$ cat src/hw/hpe_map.svh
// Purpose: offsets, fields, reset values and timing of the playback engine
// Assumes: 8-bit register port, 10 MHz clock
// Notes: ranges are given as macros so they can index a vector directly
`ifndef HPE_MAP_SVH
`define HPE_MAP_SVH
`define HPE_CLK_HZ      10000000
`define HPE_STEP_MS     10
`define HPE_STEP_CYC    ((`HPE_CLK_HZ / 1000) * `HPE_STEP_MS)
`define HPE_A_CTRL1     8'h07
`define HPE_A_CTRL2     8'h08
`define HPE_A_GO        8'h0c
`define HPE_A_RTP       8'h0e
`define HPE_A_SLOT1     8'h0f
`define HPE_A_SLOT8     8'h16
`define HPE_A_LOOPA     8'h17
`define HPE_A_LOOPB     8'h18
`define HPE_A_MAIN      8'h19
`define HPE_A_RATED     8'h1f
`define HPE_A_ODCLAMP   8'h20
`define HPE_A_RCLAMP    8'h24
`define HPE_A_ODTIME    8'h25
`define HPE_R_CTRL1     8'h54
`define HPE_R_CTRL2     8'h88
`define HPE_R_RTP       8'h7f
`define HPE_R_SLOT1     8'h01
`define HPE_R_RATED     8'h3f
`define HPE_R_ODCLAMP   8'h89
`define HPE_R_RCLAMP    8'h64
`define HPE_F_MODE      1:0
`define HPE_F_TRIG      3:2
`define HPE_F_MAIN      2:0
`define HPE_F_ODTIME    1:0
`define HPE_B_LRA       7
`define HPE_B_OPEN      6
`define HPE_B_ABOL      4
`define HPE_B_BSTBY     3
`define HPE_B_WAIT      7
`define HPE_MODE_RTP    2'h0
`define HPE_MODE_SEQ    2'h1
`define HPE_TRIG_PULSE  2'h0
`define HPE_TRIG_LEVEL  2'h1
`define HPE_MAIN_INF    3'h7
`define HPE_MID         8'h80
`define HPE_BRAKE_VAL   8'h81
`endif

$ cat src/hw/hpe_pkg.sv
// Purpose: state types of the playback engine
// Assumes: numbers live in hpe_map.svh
// Notes: every module keeps all of its state in one packed struct
package hpe_pkg;
    typedef enum logic [2:0] {
        S_IDLE  = 3'b000,
        S_RTP   = 3'b001,
        S_SLOT  = 3'b010,
        S_PLAY  = 3'b011,
        S_WAIT  = 3'b100,
        S_BRAKE = 3'b101
    } hpe_state_t;
    typedef struct packed {
        hpe_state_t      fsm;
        logic [7:0]      ctrl1;
        logic [7:0]      ctrl2;
        logic [7:0]      realtime_playback;
        logic [7:0][7:0] slot;
        logic [7:0]      loopa;
        logic [7:0]      loopb;
        logic [2:0]      mainl;
        logic [7:0]      rated;
        logic [7:0]      odc;
        logic [7:0]      rcl;
        logic [1:0]      odt;
        logic            go;
        logic [2:0]      idx;
        logic [1:0]      sloop;
        logic [2:0]      mloop;
        logic [6:0]      wcnt;
        logic [16:0]     div;
        logic            tick;
        logic            pin;
        logic            wgo;
        logic [7:0]      rdata;
    } hpe_eng_t;
    typedef struct packed {
        logic [7:0] level;
        logic       neg;
        logic       brake;
        logic       flip;
        logic       od_on;
        logic       acc;
        logic       live;
        logic [2:0] odcnt;
    } hpe_drv_t;
    typedef struct packed {
        logic       busy;
        logic       done;
        logic [7:0] cnt;
        logic [6:0] id;
        logic [7:0] amp;
    } hpe_wav_t;
endpackage

$ cat src/hw/hpe_engine.sv
// Purpose: haptic playback engine, register file, triggers and sequencer
// Assumes: register port already decoded from the serial bus
// Notes: trigger pin is sampled as synchronous to clk
`timescale 1ns/10ps
`include "hpe_map.svh"
module hpe_engine #(
    parameter int TICK_CYC   = `HPE_STEP_CYC,
    parameter int WAVE_TICKS = 8,
    parameter int BRK_TICKS  = 2
) (
    // system
    input  wire logic       clk,
    input  wire logic       rst,
    // register port
    input  wire logic       reg_wr,
    input  wire logic       reg_rd,
    input  wire logic [7:0] reg_addr,
    input  wire logic [7:0] reg_wdata,
    output logic [7:0]      reg_rdata,
    // trigger pin
    input  wire logic       trigger_interrupt_pin,
    // drive result
    output logic [7:0]      drive_level,
    output logic            drive_neg,
    output logic            drive_brake,
    output logic            drive_flip,
    output logic            overdrive_on,
    output logic            playing
);
    hpe_pkg::hpe_eng_t q, d;
    logic [1:0]        mode;
    logic [1:0]        trig_fn;
    logic              idle;
    logic              go_wr;
    logic              pin_rise;
    logic              pin_fall;
    logic              start_req;
    logic              stop_req;
    logic              mode_chg;
    logic [7:0]        cur;
    logic              do_next;
    logic              do_end;
    logic              do_finish;
    logic              drv_en;
    logic [7:0]        drv_val;
    logic [7:0]        wav_amp;
    logic              wav_done;

    // addresses that hold one of the eight sequence slots
    function automatic logic is_slot(input logic [7:0] a);
        is_slot = (a >= `HPE_A_SLOT1) && (a <= `HPE_A_SLOT8);
    endfunction

    // slot number from a slot address
    function automatic logic [2:0] slot_ix(input logic [7:0] a);
        logic [7:0] o;
        o = a - `HPE_A_SLOT1;
        slot_ix = o[2:0];
    endfunction

    // repeat count of one slot, two bits each, packed four to a register
    function automatic logic [1:0] slot_loops(input logic [2:0] i, input logic [7:0] la,
                                              input logic [7:0] lb);
        logic [7:0] r;
        r = i[2] ? lb : la;
        slot_loops = r[2 * i[1:0] +: 2];
    endfunction

    // register read mux; unknown addresses read zero
    function automatic logic [7:0] rd_mux(input hpe_pkg::hpe_eng_t s, input logic [7:0] a);
        rd_mux = 8'h00;
        case (a)
            `HPE_A_CTRL1:   rd_mux = s.ctrl1;
            `HPE_A_CTRL2:   rd_mux = s.ctrl2;
            `HPE_A_GO:      rd_mux = {7'h00, s.go};
            `HPE_A_RTP:     rd_mux = s.realtime_playback;
            `HPE_A_LOOPA:   rd_mux = s.loopa;
            `HPE_A_LOOPB:   rd_mux = s.loopb;
            `HPE_A_MAIN:    rd_mux = {5'h00, s.mainl};
            `HPE_A_RATED:   rd_mux = s.rated;
            `HPE_A_ODCLAMP: rd_mux = s.odc;
            `HPE_A_RCLAMP:  rd_mux = s.rcl;
            `HPE_A_ODTIME:  rd_mux = {6'h00, s.odt};
            default:
            begin
                if (is_slot(a))
                    rd_mux = s.slot[slot_ix(a)];
            end
        endcase
    endfunction

    // trigger decode from the launch bit and the pin
    always_comb
    begin
        mode = q.ctrl1[`HPE_F_MODE];
        trig_fn = q.ctrl1[`HPE_F_TRIG];
        idle = (q.fsm == hpe_pkg::S_IDLE);
        go_wr = reg_wr && (reg_addr == `HPE_A_GO);
        pin_rise = trigger_interrupt_pin && !q.pin;
        pin_fall = !trigger_interrupt_pin && q.pin;
        // a pulse toggles run state; a level runs while high
        start_req = (go_wr && reg_wdata[0] && trig_fn != `HPE_TRIG_LEVEL)
                    || (trig_fn == `HPE_TRIG_PULSE && pin_rise && idle)
                    || (trig_fn == `HPE_TRIG_LEVEL && pin_rise);
        stop_req = (go_wr && !reg_wdata[0] && trig_fn != `HPE_TRIG_LEVEL)
                   || (trig_fn == `HPE_TRIG_PULSE && pin_rise && !idle)
                   || (trig_fn == `HPE_TRIG_LEVEL && pin_fall);
        mode_chg = reg_wr && (reg_addr == `HPE_A_CTRL1)
                   && (reg_wdata[`HPE_F_MODE] != mode);
        cur = q.slot[q.idx];
    end

    // drive value; open loop realtime input is offset binary around mid-scale
    always_comb
    begin
        drv_en = 1'b0;
        drv_val = 8'h00;
        case (q.fsm)
            hpe_pkg::S_RTP:
            begin
                drv_en = 1'b1;
                drv_val = q.ctrl2[`HPE_B_OPEN] ? (q.realtime_playback ^ `HPE_MID) : q.realtime_playback;
            end
            hpe_pkg::S_PLAY:
            begin
                drv_en = 1'b1;
                drv_val = wav_amp;
            end
            hpe_pkg::S_BRAKE:
            begin
                drv_en = 1'b1;
                drv_val = `HPE_BRAKE_VAL;
            end
            default:
            begin
                drv_en = 1'b0;
                drv_val = 8'h00;
            end
        endcase
    end

    // registers, divider and playback state machine
    always_comb
    begin
        d = q;
        d.pin = trigger_interrupt_pin;
        d.wgo = 1'b0;
        do_next = 1'b0;
        do_end = 1'b0;
        do_finish = 1'b0;
        // 10 ms step enable
        d.tick = 1'b0;
        if (q.div == 17'(TICK_CYC - 1))
        begin
            d.div = 17'h00000;
            d.tick = 1'b1;
        end
        else
            d.div = q.div + 17'h00001;
        // register writes; a launch bit write only moves the state machine
        if (reg_wr)
        begin
            case (reg_addr)
                `HPE_A_CTRL1:   d.ctrl1 = reg_wdata;
                `HPE_A_CTRL2:   d.ctrl2 = reg_wdata;
                `HPE_A_RTP:     d.realtime_playback = reg_wdata;
                `HPE_A_LOOPA:   d.loopa = reg_wdata;
                `HPE_A_LOOPB:   d.loopb = reg_wdata;
                `HPE_A_MAIN:    d.mainl = reg_wdata[`HPE_F_MAIN];
                `HPE_A_RATED:   d.rated = reg_wdata;
                `HPE_A_ODCLAMP: d.odc = reg_wdata;
                `HPE_A_RCLAMP:  d.rcl = reg_wdata;
                `HPE_A_ODTIME:  d.odt = reg_wdata[`HPE_F_ODTIME];
                default:
                begin
                    if (is_slot(reg_addr))
                        d.slot[slot_ix(reg_addr)] = reg_wdata;
                end
            endcase
        end
        if (reg_rd)
            d.rdata = rd_mux(q, reg_addr);
        // main sequence
        case (q.fsm)
            hpe_pkg::S_IDLE:
            begin
                if (start_req && mode == `HPE_MODE_RTP)
                    d.fsm = hpe_pkg::S_RTP;
                else if (start_req && mode == `HPE_MODE_SEQ)
                begin
                    d.fsm = hpe_pkg::S_SLOT;
                    d.idx = 3'h0;
                    d.sloop = 2'h0;
                    d.mloop = 3'h0;
                end
            end
            hpe_pkg::S_RTP:
            begin
                if (mode_chg)
                    do_finish = 1'b1;
            end
            hpe_pkg::S_SLOT:
            begin
                if (cur == 8'h00)
                    do_end = 1'b1;
                else if (cur[`HPE_B_WAIT])
                begin
                    d.wcnt = cur[6:0];
                    d.fsm = hpe_pkg::S_WAIT;
                end
                else
                begin
                    d.wgo = 1'b1;
                    d.fsm = hpe_pkg::S_PLAY;
                end
            end
            hpe_pkg::S_PLAY:
            begin
                if (wav_done)
                    do_next = 1'b1;
            end
            hpe_pkg::S_WAIT:
            begin
                // the step only ends once every 10 ms unit has passed
                if (q.wcnt == 7'h00)
                    do_next = 1'b1;
                else if (q.tick)
                    d.wcnt = q.wcnt - 7'h01;
            end
            hpe_pkg::S_BRAKE:
            begin
                if (q.tick && q.wcnt == 7'h00)
                    d.fsm = hpe_pkg::S_IDLE;
                else if (q.tick)
                    d.wcnt = q.wcnt - 7'h01;
            end
            default:
                d.fsm = hpe_pkg::S_IDLE;
        endcase
        // next slot or next repeat of this slot
        if (do_next)
        begin
            if (q.sloop < slot_loops(q.idx, q.loopa, q.loopb))
            begin
                d.sloop = q.sloop + 2'h1;
                d.fsm = hpe_pkg::S_SLOT;
            end
            else if (q.idx == 3'h7)
                do_end = 1'b1;
            else
            begin
                d.sloop = 2'h0;
                d.idx = q.idx + 3'h1;
                d.fsm = hpe_pkg::S_SLOT;
            end
        end
        // end of one pass over the slots
        if (do_end)
        begin
            if (q.mainl == `HPE_MAIN_INF || q.mloop < q.mainl)
            begin
                if (q.mainl != `HPE_MAIN_INF)
                    d.mloop = q.mloop + 3'h1;
                d.idx = 3'h0;
                d.sloop = 2'h0;
                d.fsm = hpe_pkg::S_SLOT;
            end
            else
                do_finish = 1'b1;
        end
        // a stop wins over whatever the sequence was doing
        if (stop_req && !idle && q.fsm != hpe_pkg::S_BRAKE)
            do_finish = 1'b1;
        if (do_finish)
        begin
            d.wgo = 1'b0;
            if (q.ctrl2[`HPE_B_BSTBY])
            begin
                d.fsm = hpe_pkg::S_BRAKE;
                d.wcnt = 7'(BRK_TICKS - 1);
            end
            else
                d.fsm = hpe_pkg::S_IDLE;
        end
        // a timed phase starts on a fresh 10 ms step, so its first unit is whole
        if (d.fsm != q.fsm
            && (d.fsm == hpe_pkg::S_WAIT || d.fsm == hpe_pkg::S_PLAY || d.fsm == hpe_pkg::S_BRAKE))
        begin
            d.div = 17'h00000;
            d.tick = 1'b0;
        end
        d.go = (d.fsm != hpe_pkg::S_IDLE);
    end

    // state register with documented reset values
    always_ff @(posedge clk)
    begin
        if (rst)
        begin
            q <= '0;
            q.ctrl1 <= `HPE_R_CTRL1;
            q.ctrl2 <= `HPE_R_CTRL2;
            q.realtime_playback <= `HPE_R_RTP;
            q.slot[0] <= `HPE_R_SLOT1;
            q.rated <= `HPE_R_RATED;
            q.odc <= `HPE_R_ODCLAMP;
            q.rcl <= `HPE_R_RCLAMP;
        end
        else
            q <= d;
    end

    // library effect player; a stop cuts it short
    hpe_wave #(
        .WAVE_TICKS (WAVE_TICKS)
    ) u_wave (
        .clk  (clk),
        .rst  (rst),
        .tick (q.tick),
        .go   (q.wgo),
        .halt (q.fsm != hpe_pkg::S_PLAY),
        .id   (cur[6:0]),
        .amp  (wav_amp),
        .done (wav_done)
    );

    // output stage, registered inside
    hpe_drive u_drive (
        .clk         (clk),
        .rst         (rst),
        .en          (drv_en),
        .tick        (q.tick),
        .open_loop   (q.ctrl2[`HPE_B_OPEN]),
        .auto_brk_ol (q.ctrl2[`HPE_B_ABOL]),
        .lra         (q.ctrl2[`HPE_B_LRA]),
        .value       (drv_val),
        .rated       (q.rated),
        .overdrive_limit_level    (q.odc),
        .rated_clamp (q.rcl),
        .od_time     (q.odt),
        .level       (drive_level),
        .neg         (drive_neg),
        .brake       (drive_brake),
        .flip        (drive_flip),
        .od_on       (overdrive_on)
    );

    assign reg_rdata = q.rdata;
    assign playing = q.go;

    rtp_start_a: assert property (
        @(posedge clk) disable iff (rst)
        (idle && start_req && mode == `HPE_MODE_RTP) |=> (q.fsm == hpe_pkg::S_RTP))
        else $error("realtime playback did not start");
    level_ignore_a: assert property (
        @(posedge clk) disable iff (rst)
        (idle && trig_fn == `HPE_TRIG_LEVEL && go_wr && !pin_rise) |=> idle)
        else $error("launch bit started level-trigger playback");
    stop_ends_a: assert property (
        @(posedge clk) disable iff (rst)
        (stop_req && (q.fsm == hpe_pkg::S_RTP || q.fsm == hpe_pkg::S_PLAY))
        |=> (q.fsm == hpe_pkg::S_IDLE || q.fsm == hpe_pkg::S_BRAKE))
        else $error("stop request ignored");
    mode_stop_a: assert property (
        @(posedge clk) disable iff (rst)
        (q.fsm == hpe_pkg::S_RTP && mode_chg) |=> (q.fsm != hpe_pkg::S_RTP))
        else $error("mode change did not stop realtime playback");
    zero_slot_a: assert property (
        @(posedge clk) disable iff (rst)
        (q.fsm == hpe_pkg::S_SLOT && cur == 8'h00 && q.mainl == 3'h0)
        |=> (q.fsm == hpe_pkg::S_IDLE || q.fsm == hpe_pkg::S_BRAKE))
        else $error("sequence ran past an empty slot");
    wait_hold_a: assert property (
        @(posedge clk) disable iff (rst)
        (q.fsm == hpe_pkg::S_WAIT && q.wcnt != 7'h00 && !stop_req) |=> (q.fsm == hpe_pkg::S_WAIT))
        else $error("wait step left early");
endmodule

$ cat src/hw/hpe_wave.sv
// Purpose: plays one library effect as a stream of signed drive values
// Assumes: tick is a one-cycle 10 ms enable
// Notes: effect content is a stand-in, a forward kick then a brake tail
`timescale 1ns/10ps
module hpe_wave #(
    parameter int WAVE_TICKS = 8
) (
    // system
    input  wire logic       clk,
    input  wire logic       rst,
    // control
    input  wire logic       tick,
    input  wire logic       go,
    input  wire logic       halt,
    input  wire logic [6:0] id,
    // result
    output logic [7:0]      amp,
    output logic            done
);
    hpe_pkg::hpe_wav_t q, d;
    logic [7:0]        nc;

    // one effect: drive at the identifier's strength, reverse in the last step
    always_comb
    begin
        d = q;
        d.done = 1'b0;
        nc = q.cnt + 8'h01;
        if (halt)
        begin
            d.busy = 1'b0;
            d.amp = 8'h00;
        end
        else if (go)
        begin
            d.busy = 1'b1;
            d.cnt = 8'h00;
            d.id = id;
            d.amp = {1'b0, id};
        end
        else if (q.busy && tick)
        begin
            d.cnt = nc;
            if (nc == 8'(WAVE_TICKS))
            begin
                d.busy = 1'b0;
                d.done = 1'b1;
                d.amp = 8'h00;
            end
            else if (nc == 8'(WAVE_TICKS - 1))
                d.amp = 8'(-{1'b0, q.id});
        end
    end

    // state register
    always_ff @(posedge clk)
    begin
        if (rst)
            q <= '0;
        else
            q <= d;
    end

    assign amp = q.amp;
    assign done = q.done;
endmodule

$ cat src/hw/hpe_drive.sv
// Purpose: turns a signed drive value into level, direction and brake
// Assumes: tick is a one-cycle 10 ms enable
// Notes: no back-EMF here, overdrive is a timed kick at each closed loop phase start, none in open loop
`timescale 1ns/10ps
module hpe_drive (
    // system
    input  wire logic       clk,
    input  wire logic       rst,
    // control
    input  wire logic       en,
    input  wire logic       tick,
    input  wire logic       open_loop,
    input  wire logic       auto_brk_ol,
    input  wire logic       lra,
    input  wire logic [7:0] value,
    input  wire logic [7:0] rated,
    input  wire logic [7:0] overdrive_limit_level,
    input  wire logic [7:0] rated_clamp,
    input  wire logic [1:0] od_time,
    // drive result
    output logic [7:0]      level,
    output logic            neg,
    output logic            brake,
    output logic            flip,
    output logic            od_on
);
    hpe_pkg::hpe_drv_t q, d;
    logic [7:0]        mag;
    logic [7:0]        steady;
    logic [7:0]        hold;
    logic              accel;
    logic              restart;
    logic              kick;

    // magnitude times reference over full scale; m is at most 128
    function automatic logic [7:0] scale(input logic [7:0] m, input logic [7:0] r);
        logic [15:0] p;
        p = 16'(m) * 16'(r);
        scale = p[14:7];
    endfunction

    // sign is direction, magnitude is strength
    always_comb
    begin
        d = q;
        mag = value[7] ? 8'(-value) : value;
        accel = !value[7] && (value != 8'h00);
        restart = (accel != q.acc) || !q.live;
        kick = restart || (q.odcnt <= {1'b0, od_time});
        // the lower clamp itself never rises above the overdrive clamp
        hold = (rated_clamp > overdrive_limit_level) ? overdrive_limit_level : rated_clamp;
        steady = scale(mag, rated);
        if (steady > hold)
            steady = hold;
        if (!en)
            d = '0;
        else if (open_loop)
        begin
            d.level = scale(mag, overdrive_limit_level);
            d.neg = value[7];
            d.brake = auto_brk_ol && value[7];
            d.flip = lra && value[7] && !d.brake;
            d.od_on = 1'b0;
            d.odcnt = 3'h0;
            d.live = 1'b0;
        end
        else
        begin
            d.live = 1'b1;
            d.acc = accel;
            d.neg = !accel;
            d.brake = !accel;
            d.flip = 1'b0;
            d.od_on = kick;
            if (restart)
                d.odcnt = 3'h0;
            else if (tick && kick)
                d.odcnt = q.odcnt + 3'h1;
            // after the kick, hold the rated level (capped at the lower clamp) while accelerating, the lower clamp while braking
            if (accel)
                d.level = kick ? overdrive_limit_level : steady;
            else
                d.level = kick ? overdrive_limit_level : hold;
        end
    end

    // state register
    always_ff @(posedge clk)
    begin
        if (rst)
            q <= '0;
        else
            q <= d;
    end

    assign level = q.level;
    assign neg = q.neg;
    assign brake = q.brake;
    assign flip = q.flip;
    assign od_on = q.od_on;

    open_scale_a: assert property (
        @(posedge clk) disable iff (rst)
        (en && open_loop && value == 8'h7f) |=> (level == scale(8'h7f, $past(overdrive_limit_level))))
        else $error("open loop level not scaled to clamp");
    closed_brake_a: assert property (
        @(posedge clk) disable iff (rst)
        (en && !open_loop && !(value != 8'h00 && !value[7])) |=> (brake && neg))
        else $error("closed loop zero or negative did not brake");
    od_cap_a: assert property (
        @(posedge clk) disable iff (rst)
        (en && !open_loop && $stable(overdrive_limit_level)) |=> (level <= $past(overdrive_limit_level)))
        else $error("closed loop level above clamp");
endmodule

$ cat config.mk
export PLATFORM = sky130hd
export DESIGN_NAME = hpe_engine
export DESIGN_NICKNAME = d
export VERILOG_FILES = /design/src/hw/hpe_pkg.sv /design/src/hw/hpe_engine.sv /design/src/hw/hpe_wave.sv /design/src/hw/hpe_drive.sv
export VERILOG_INCLUDE_DIRS = /design/src /design/src/hw
export SDC_FILE = /design/constraint.sdc
export NUM_CORES = 1
export LEC_CHECK = 0
export BUFFER_PORTS_ARGS = -buffer_cell sky130_fd_sc_hd__buf_2
export CORE_MARGIN = 4
export CORE_UTILIZATION = 60
export DETAILED_ROUTE_END_ITERATION = 7
export PLACE_DENSITY = 0.77
export SYNTH_ARGS = -nofsm -noshare
export SYNTH_HDL_FRONTEND = slang
export SYNTH_HIERARCHICAL = 1
export SYNTH_SLANG_ARGS = --single-unit
$ cat constraint.sdc
create_clock -name clk -period 8.4 [get_ports clk]
set_input_delay 0 -clock clk [delete_from_list [all_inputs] [get_ports clk]]
set_output_delay 0 -clock clk [all_outputs]
set_load 0.02 [all_outputs]
==> flow_metrics.env, run 1 <==
export IMPL_status="completed"
export IMPL_gr_total_overflow=0
export IMPL_fin_nets=2014
export IMPL_numCtsBuffers=25
export IMPL_drc=0
export IMPL_fin_crit_ns=7.95
export IMPL_n_fill_cell=2111
export IMPL_leakagePower_nw=7.54
export IMPL_path_max_fanout=11
export IMPL_yosysSeqAreaShare_pct=27.9
export IMPL_holdPathStages=4
export IMPL_instances_no_fill=2182
export IMPL_die_height_microns=171
export IMPL_ctsHtreeMaxLevel=1
export IMPL_tightestPinTransition_ns=1.23
export IMPL_critPathRequiredTime_ns=8.85
export IMPL_syn_to_final_growth_pct=7.47
export IMPL_synth_compound_area_share_pct=11.7
export IMPL_clkTransAtPathRegs_ns=0.06
export IMPL_cap_viol_max_count=0
export IMPL_ant_nets=0
export IMPL_row_count=59
export IMPL_rsz0062_at_grt="false"
export IMPL_worstSetupEndpointType="flop"
export IMPL_synth_seq_cells=222
export IMPL_setup_viol=0
export IMPL_rr_worst_depth=31
export IMPL_dp_cells=2125
export IMPL_design_core_area_sq_um=26100
export IMPL_relSlewSlack_pct=17.9
export IMPL_num_io_pins=42
export IMPL_port_buffers=41
export IMPL_die_x_microns=171
export IMPL_dr_pass1_iters=7
export IMPL_postCtsSetupRepairBufs=0
export IMPL_synth_top_family_by_area="simple AND/OR/NAND/NOR gates"
export IMPL_start_util_pct=61.2
export IMPL_clock_path_buffers=3
export IMPL_syn_area_sq_um=15900
export IMPL_powerDensity_nw_per_um2=186
export IMPL_grt_use_total_pct=30.5
export IMPL_grt_max_degree=80
export IMPL_dp_hpwl_mm=31.9
export IMPL_p_total_mw=3.19
export IMPL_synth_cells=1846
export IMPL_grt_pass1_wl_mm=72.2
export IMPL_dr_first_iter_drc_count=1604
export IMPL_maxSlewViolCount=0
export IMPL_yosys_area_share_adder_pct=16.2
export IMPL_fmax_mhz=126
export IMPL_yosys_most_used_dff="dfxtp_1"
export IMPL_yosysWarningCount=6
export IMPL_crit_slowest_cell="or4b_4"
export IMPL_insertion_delay_ns=0.54
export IMPL_worstSetupPathType="flop to flop"
export IMPL_yosys_area_share_simple_pct=23.0
export IMPL_max_stage_delay_ns=0.56
export IMPL_wl_per_cell_microns=20.6
export IMPL_layout_drive_gt1_share_pct=10.2
export IMPL_wirelength_mm=44.9
export IMPL_cp_arrival_ns=8.41
export IMPL_hold_class="input port to flop"
export IMPL_vias=14000
export IMPL_avgSynthCellArea_sq_um=8.63
export IMPL_synth_xor_area_share_pct=3.18
export IMPL_cts_sinks=222
export IMPL_crit_path_frequent_cell="fa_1"
export IMPL_hold_viol=0
export IMPL_muxShareOfSynthArea_pct=11.3
export IMPL_dieArea_sq_um=29200
export IMPL_ctsRootBufferMaster="clkbuf_16"
export IMPL_tns_ns=0
export IMPL_startpoint_type="flop"
export IMPL_routed_via_density=6.40
export IMPL_syn_num_nets=2032
export IMPL_fin_crit_sh_pct=94.7
export IMPL_finalInstanceArea_sq_um=17100
export IMPL_grt_pass1_vias=13500
export IMPL_ys_types=99
export IMPL_antenna_found_initial=2
export IMPL_multi_input_area_sq_um=10400
export IMPL_cts_tree="yes"
export IMPL_clock_skew_ns=0.0227
export IMPL_synth_edff_count=0
export IMPL_vdd_ir_drop_max_mv=0.248
export IMPL_regArea_sq_um=4440
export IMPL_ys_async_sr_fraction_pct=0
export IMPL_dpl_cell_area_sq_um=16200
export IMPL_gp_congestion=0.974
## critical path, delay by kind of cell, from the launching register on
kind	cells	cell delay (ns)
AOI/OAI and AO/OA	8	1.67
adders and majority gates	7	2.91
and+or+nand+nor	10	2.09
xor gates and xnor gates	2	0.50
DFF	1	0.41
buffers and inverters	4	0.27
## per-layer routing
layer / part of all wire, % / track usage, % / up-vias
met5: 0.016 / 0 / -
met2: 46 / 49.9 / 752
met4: 3.4 / 10.3 / 2
met3: 10 / 5.15 / 129
li1: - / - / 6360
met1: 41 / 41.3 / 6713
## cell families (layout without fill, tap and decap cells)
logic type                 count (synthesis)  count (layout)
muxes                                    144             144
xor gates and xnor gates                  57              57
other                                      0               1
DFF                                      222             222
AOI/OAI and AO/OA                        267             267
adders and majority gates                165             165
and+or+nand+nor                          742             742
buffers and inverters                    249             249
## cells in the mapped netlist (all sizes together), types with 5 or more instances
| master | instances | area, sq um |
|---|---|---|
| and2 | 61 | 382 |
| ha | 97 | 1210 |
| nand4 | 22 | 153 |
| mux4 | 24 | 586 |
| buf | 43 | 308 |
| nor3 | 42 | 255 |
| a21o | 10 | 76.3 |
| mux2i | 106 | 1060 |
| mux2 | 14 | 158 |
| a221oi | 10 | 87.6 |
| a22o | 12 | 105 |
| nand3b | 5 | 37.5 |
| and3 | 16 | 110 |
| nor2 | 181 | 682 |
| o21a | 5 | 37.5 |
| a222oi | 6 | 60.1 |
| or3 | 5 | 31.3 |
| o22ai | 6 | 37.5 |
| nand2 | 213 | 802 |
| fa | 68 | 1360 |
| o21ai | 34 | 181 |
| a211oi | 11 | 105 |
| xnor2 | 39 | 342 |
| clkbuf | 80 | 300 |
| a31oi | 13 | 96.3 |
| inv | 125 | 469 |
| o211ai | 9 | 67.6 |
| a22oi | 11 | 82.6 |
| xor2 | 18 | 165 |
| dfxtp | 222 | 4440 |
| nand2b | 18 | 113 |
| nand3 | 112 | 566 |
| nor4 | 16 | 136 |
| a21oi | 94 | 493 |
| nor2b | 26 | 163 |
## cell usage in the layout, fill, tap and decap left out, types with 21 or more instances in the layout
cell type / count
nand4_1: 21
nand3_1: 111
and2_1: 60
buf_2: 40
clkbuf_16: 25
nor2b_1: 25
dfxtp_1: 222
buf_4: 27
xnor2_1: 36
a21oi_1: 90
ha_1: 97
nand2_1: 212
inv_1: 124
fa_1: 68
o21ai_0: 29
nor2_1: 180
mux2i_1: 106
nor3_1: 33
## registers in the layout, summed over array words and instances (netlist names), 2 cells and up
name / flops
u_drive/level: 8
q: 169
reg_rdata: 8
u_wave/q: 16
u_wave/amp: 8
mode: 2
u_drive/q: 5
## timing repair
item                                    4_1_cts  5_1_grt
gates resized for setup                       0        6
endpoints found under the setup margin        0        8
hold buffers                                 11        0
endpoints found under the hold margin       118        0
## worst paths after layout
kind / from / to / slack, ns
setup / recovery: q[179] / u_drive/level[2] / 0.45
hold / removal: reg_addr[2] / q[44] / 0.08
setup reg to reg: q[179] / u_drive/level[2] / 0.45
hold reg to reg: q[11] / q[11] / 0.45
## stage by stage
stage	setup WS, ns	util [%]	hold WS, ns
global placement	0.498	62.0	0.250
floorplan	0.849	-	0.128
finish	0.446	65.7	0.0786
CTS	0.214	65.6	0.0331
global route	0.00324	65.7	0.0932
detailed placement	0.268	62.0	0.251
## power breakdown
part / switching [mW] / internal, mW / leakage (nW) / total [mW]
clock network: 0.462 / 0.644 / 0.408 / 1.11
registers: 0.00985 / 1.06 / 1.79 / 1.07
logic: 0.625 / 0.388 / 5.34 / 1.01
## cell type report
| type | count | share of cell area, % |
|---|---|---|
| multi-input cells | 1375 | 61.0 |
| well taps | 335 | 2.45 |
| clock inverters | 9 | 0.548 |
| flip-flops and latches | 222 | 26.0 |
| diodes | 1 | 0.0146 |
| inverters | 126 | 2.76 |
| repair buffers | 78 | 3.00 |
| clock buffers | 36 | 4.30 |
(Power assumes the default switching activity.)
==> run 2, diff against run 1 <==
--- a/config.mk
+++ b/config.mk
@@ -6,10 +6,12 @@
 export SDC_FILE = /design/constraint.sdc
 export NUM_CORES = 1
 export LEC_CHECK = 0
+export ABC_AREA = 1
 export BUFFER_PORTS_ARGS = -buffer_cell sky130_fd_sc_hd__buf_2
 export CORE_MARGIN = 4
 export CORE_UTILIZATION = 60
 export DETAILED_ROUTE_END_ITERATION = 7
+export GPL_ROUTABILITY_DRIVEN = 0
 export PLACE_DENSITY = 0.77
 export SYNTH_ARGS = -nofsm -noshare
 export SYNTH_HDL_FRONTEND = slang
==> flow_metrics.env, run 2 <==
export IMPL_clkTransAtPathRegs_ns=0.06
export IMPL_rsz0062_at_grt="false"
export IMPL_relSlewSlack_pct=24.4
export IMPL_layout_common_cells="nand2_1 (504), inv_1 (405), nor2_1 (252)"
export IMPL_cts_tree="yes"
export IMPL_vias=16300
export IMPL_synth_edff_count=0
export IMPL_finalInstanceArea_sq_um=17800
export IMPL_hold_viol=0
export IMPL_cp_arrival_ns=8.29
export IMPL_fin_crit_ns=7.81
export IMPL_layout_drive_gt1_share_pct=7.62
export IMPL_yosys_area_share_simple_pct=26.6
export IMPL_grt_pass1_vias=15300
export IMPL_syn_to_final_growth_pct=7.37
export IMPL_largest_reg_flops=169
export IMPL_tns_ns=0
export IMPL_holdPathStages=5
export IMPL_synth_top_family_by_area="simple AND/OR/NAND/NOR gates"
export IMPL_port_buffers=41
export IMPL_design_core_area_sq_um=27100
export IMPL_n_fill_cell=2426
export IMPL_min_delay_start="reg_addr[2]"
export IMPL_cts_sinks=222
export IMPL_wirelength_mm=49.0
export IMPL_max_stage_delay_ns=0.54
export IMPL_yosys_most_used_dff="dfxtp_1"
export IMPL_path_max_fanout=16
export IMPL_die_x_microns=174
export IMPL_final_common_cell="nand2_1"
export IMPL_gr_total_overflow=0
export IMPL_start_util_pct=61.2
export IMPL_syn_area_sq_um=16600
export IMPL_dpl_cell_area_sq_um=16800
export IMPL_routed_via_density=5.80
export IMPL_dr_first_iter_drc_count=1740
export IMPL_yosys_area_share_adder_pct=15.5
export IMPL_clock_path_buffers=3
export IMPL_top_regs="q (169), u_wave/q (16)"
export IMPL_hold_class="input port to flop"
export IMPL_ys_types=64
export IMPL_startpoint_type="flop"
export IMPL_maxSlewViolCount=0
export IMPL_row_count=60
export IMPL_muxShareOfSynthArea_pct=0
export IMPL_synth_most_common_cell="nand2_1"
export IMPL_num_io_pins=42
export IMPL_largest_register="q"
export IMPL_critPathRequiredTime_ns=8.88
export IMPL_cap_viol_max_count=0
export IMPL_insertion_delay_ns=0.56
export IMPL_leakagePower_nw=8.60
export IMPL_setup_viol=0
export IMPL_ctsHtreeMaxLevel=1
export IMPL_fmax_mhz=128
export IMPL_synth_top_area_share_pct=26.8
export IMPL_numCtsBuffers=26
export IMPL_synthTopCellsByCount="nand2_1 (504), inv_1 (406), nor2_1 (252), dfxtp_1 (222), a21oi_1 (174)"
export IMPL_wl_per_cell_microns=17.4
export IMPL_worstSetupPathType="flop to flop"
export IMPL_clock_skew_ns=0.0245
export IMPL_grt_use_total_pct=31.7
export IMPL_tightestPinTransition_ns=1.13
export IMPL_avgSynthCellArea_sq_um=6.84
export IMPL_rr_worst_depth=41
export IMPL_powerDensity_nw_per_um2=227
export IMPL_yosysTopAreaCell="dfxtp_1"
export IMPL_fin_nets=2606
export IMPL_synth_seq_cells=222
export IMPL_vdd_ir_drop_max_mv=0.195
export IMPL_synth_compound_area_share_pct=16.3
export IMPL_ctsRootBufferMaster="clkbuf_16"
export IMPL_worstSetupEndpointType="flop"
export IMPL_dieArea_sq_um=30400
export IMPL_grt_max_degree=124
export IMPL_crit_slowest_cell="fa_1"
export IMPL_crit_start="q[179]"
export IMPL_synth_cells=2427
export IMPL_crit_path_frequent_cell="nor2_1"
export IMPL_dp_hpwl_mm=36.7
export IMPL_ys_top_cells_by_area="dfxtp_1 (27%), nand2_1 (11%), inv_1 (9.2%)"
export IMPL_yosysWarningCount=6
export IMPL_dr_pass1_iters=8
export IMPL_fin_crit_sh_pct=93.0
export IMPL_drc=0
export IMPL_status="completed"
export IMPL_ys_async_sr_fraction_pct=0
export IMPL_grt_pass1_wl_mm=79.9
export IMPL_yosysSeqAreaShare_pct=26.8
export IMPL_die_height_microns=174
export IMPL_synth_xor_area_share_pct=1.79
export IMPL_antenna_found_initial=0
export IMPL_reg2reg_from="q[179]"
export IMPL_ant_nets=0
export IMPL_syn_num_nets=2613
## run 2: changes by cell type after synthesis, moves of 29 or more
| cell | before | now |
|---|---|---|
| clkbuf_1 | 80 | 42 |
| mux2i_1 | 106 | 0 |
| nand2_1 | 212 | 504 |
| and2_1 | 61 | 1 |
| inv_1 | 124 | 406 |
| o21ai_0 | 29 | 155 |
| xnor2_1 | 39 | 10 |
| nand3_1 | 111 | 144 |
| a21oi_1 | 90 | 174 |
| nor2_1 | 180 | 252 |
## run 2: path summary, 6_finish.rpt
| kind | endpoint | slack (ns) |
|---|---|---|
| min | reg_rdata[1] | 0.11 |
| min reg2reg | q[11] | 0.45 |
| max | u_drive/level[3] | 0.59 |
| max reg2reg | u_drive/level[3] | 0.59 |
## run 2: per-layer routing
metal	global-route usage, %	vias up	part of all wire (%)
li1	-	7772	-
met1	42.6	7518	40
met2	50.6	855	44
met3	6.31	177	11
met4	12.5	0	4.6
met5	0	-	0
## run 2: worst max-delay path: cells and delay by family, from the launching register on
family / cells / cell delay [ns]
and+or+nand+nor: 21 / 2.88
buffers and inverters: 9 / 1.00
DFF: 1 / 0.40
AOI/OAI and AO/OA: 4 / 0.53
adders and majority gates: 7 / 2.90
## run 2: cells by family (layout without fill, tap and decap cells)
group,count (synthesis),count (layout)
other,0,1
flip-flops,222,222
XOR/XNOR,34,34
adder cells (fa/ha/maj),165,165
buffers and inverters,521,534
AO/OA/AOI/OAI,467,467
AND/OR/NAND/NOR,1018,1018
## run 2: area by class of cell
class	instances	area [sq um]	area share, %
timing repair buffer	64	413	2.32
multi-input combinational	1684	9990	56.1
tap	372	465	2.61
clock inverter	14	155	0.871
clock buffer	34	751	4.21
sequential	222	4440	24.9
inverter	422	1590	8.95
antenna	1	2.50	0.0140
## run 2: metrics by stage
stage	util, %	total power [mW]	hold WS (ns)	worst slack, ns	instances
after global placement	61.9	2.81	0.329	1.13	2750
final	65.7	4.05	0.109	0.590	2813
after global routing	65.7	4.38	0.112	0.0125	2812
after floorplan	-	2.46	0.0691	1.71	2427
after CTS	65.7	4.04	0.0924	0.740	2812
after detailed placement	61.9	2.86	0.335	0.799	2750
## run 2: repair_timing
action,4_1_cts,5_1_grt
endpoints found under the hold margin,86,0
buffers inserted,0,0
gates resized for setup,0,0
hold buffers,14,0
## run 2: power by group
group / total [mW] / internal (mW) / switching [mW]
logic: 1.80 / 0.619 / 1.18
clock network: 1.18 / 0.695 / 0.480
registers: 1.08 / 1.07 / 0.0127
total: 4.05 / 2.38 / 1.67
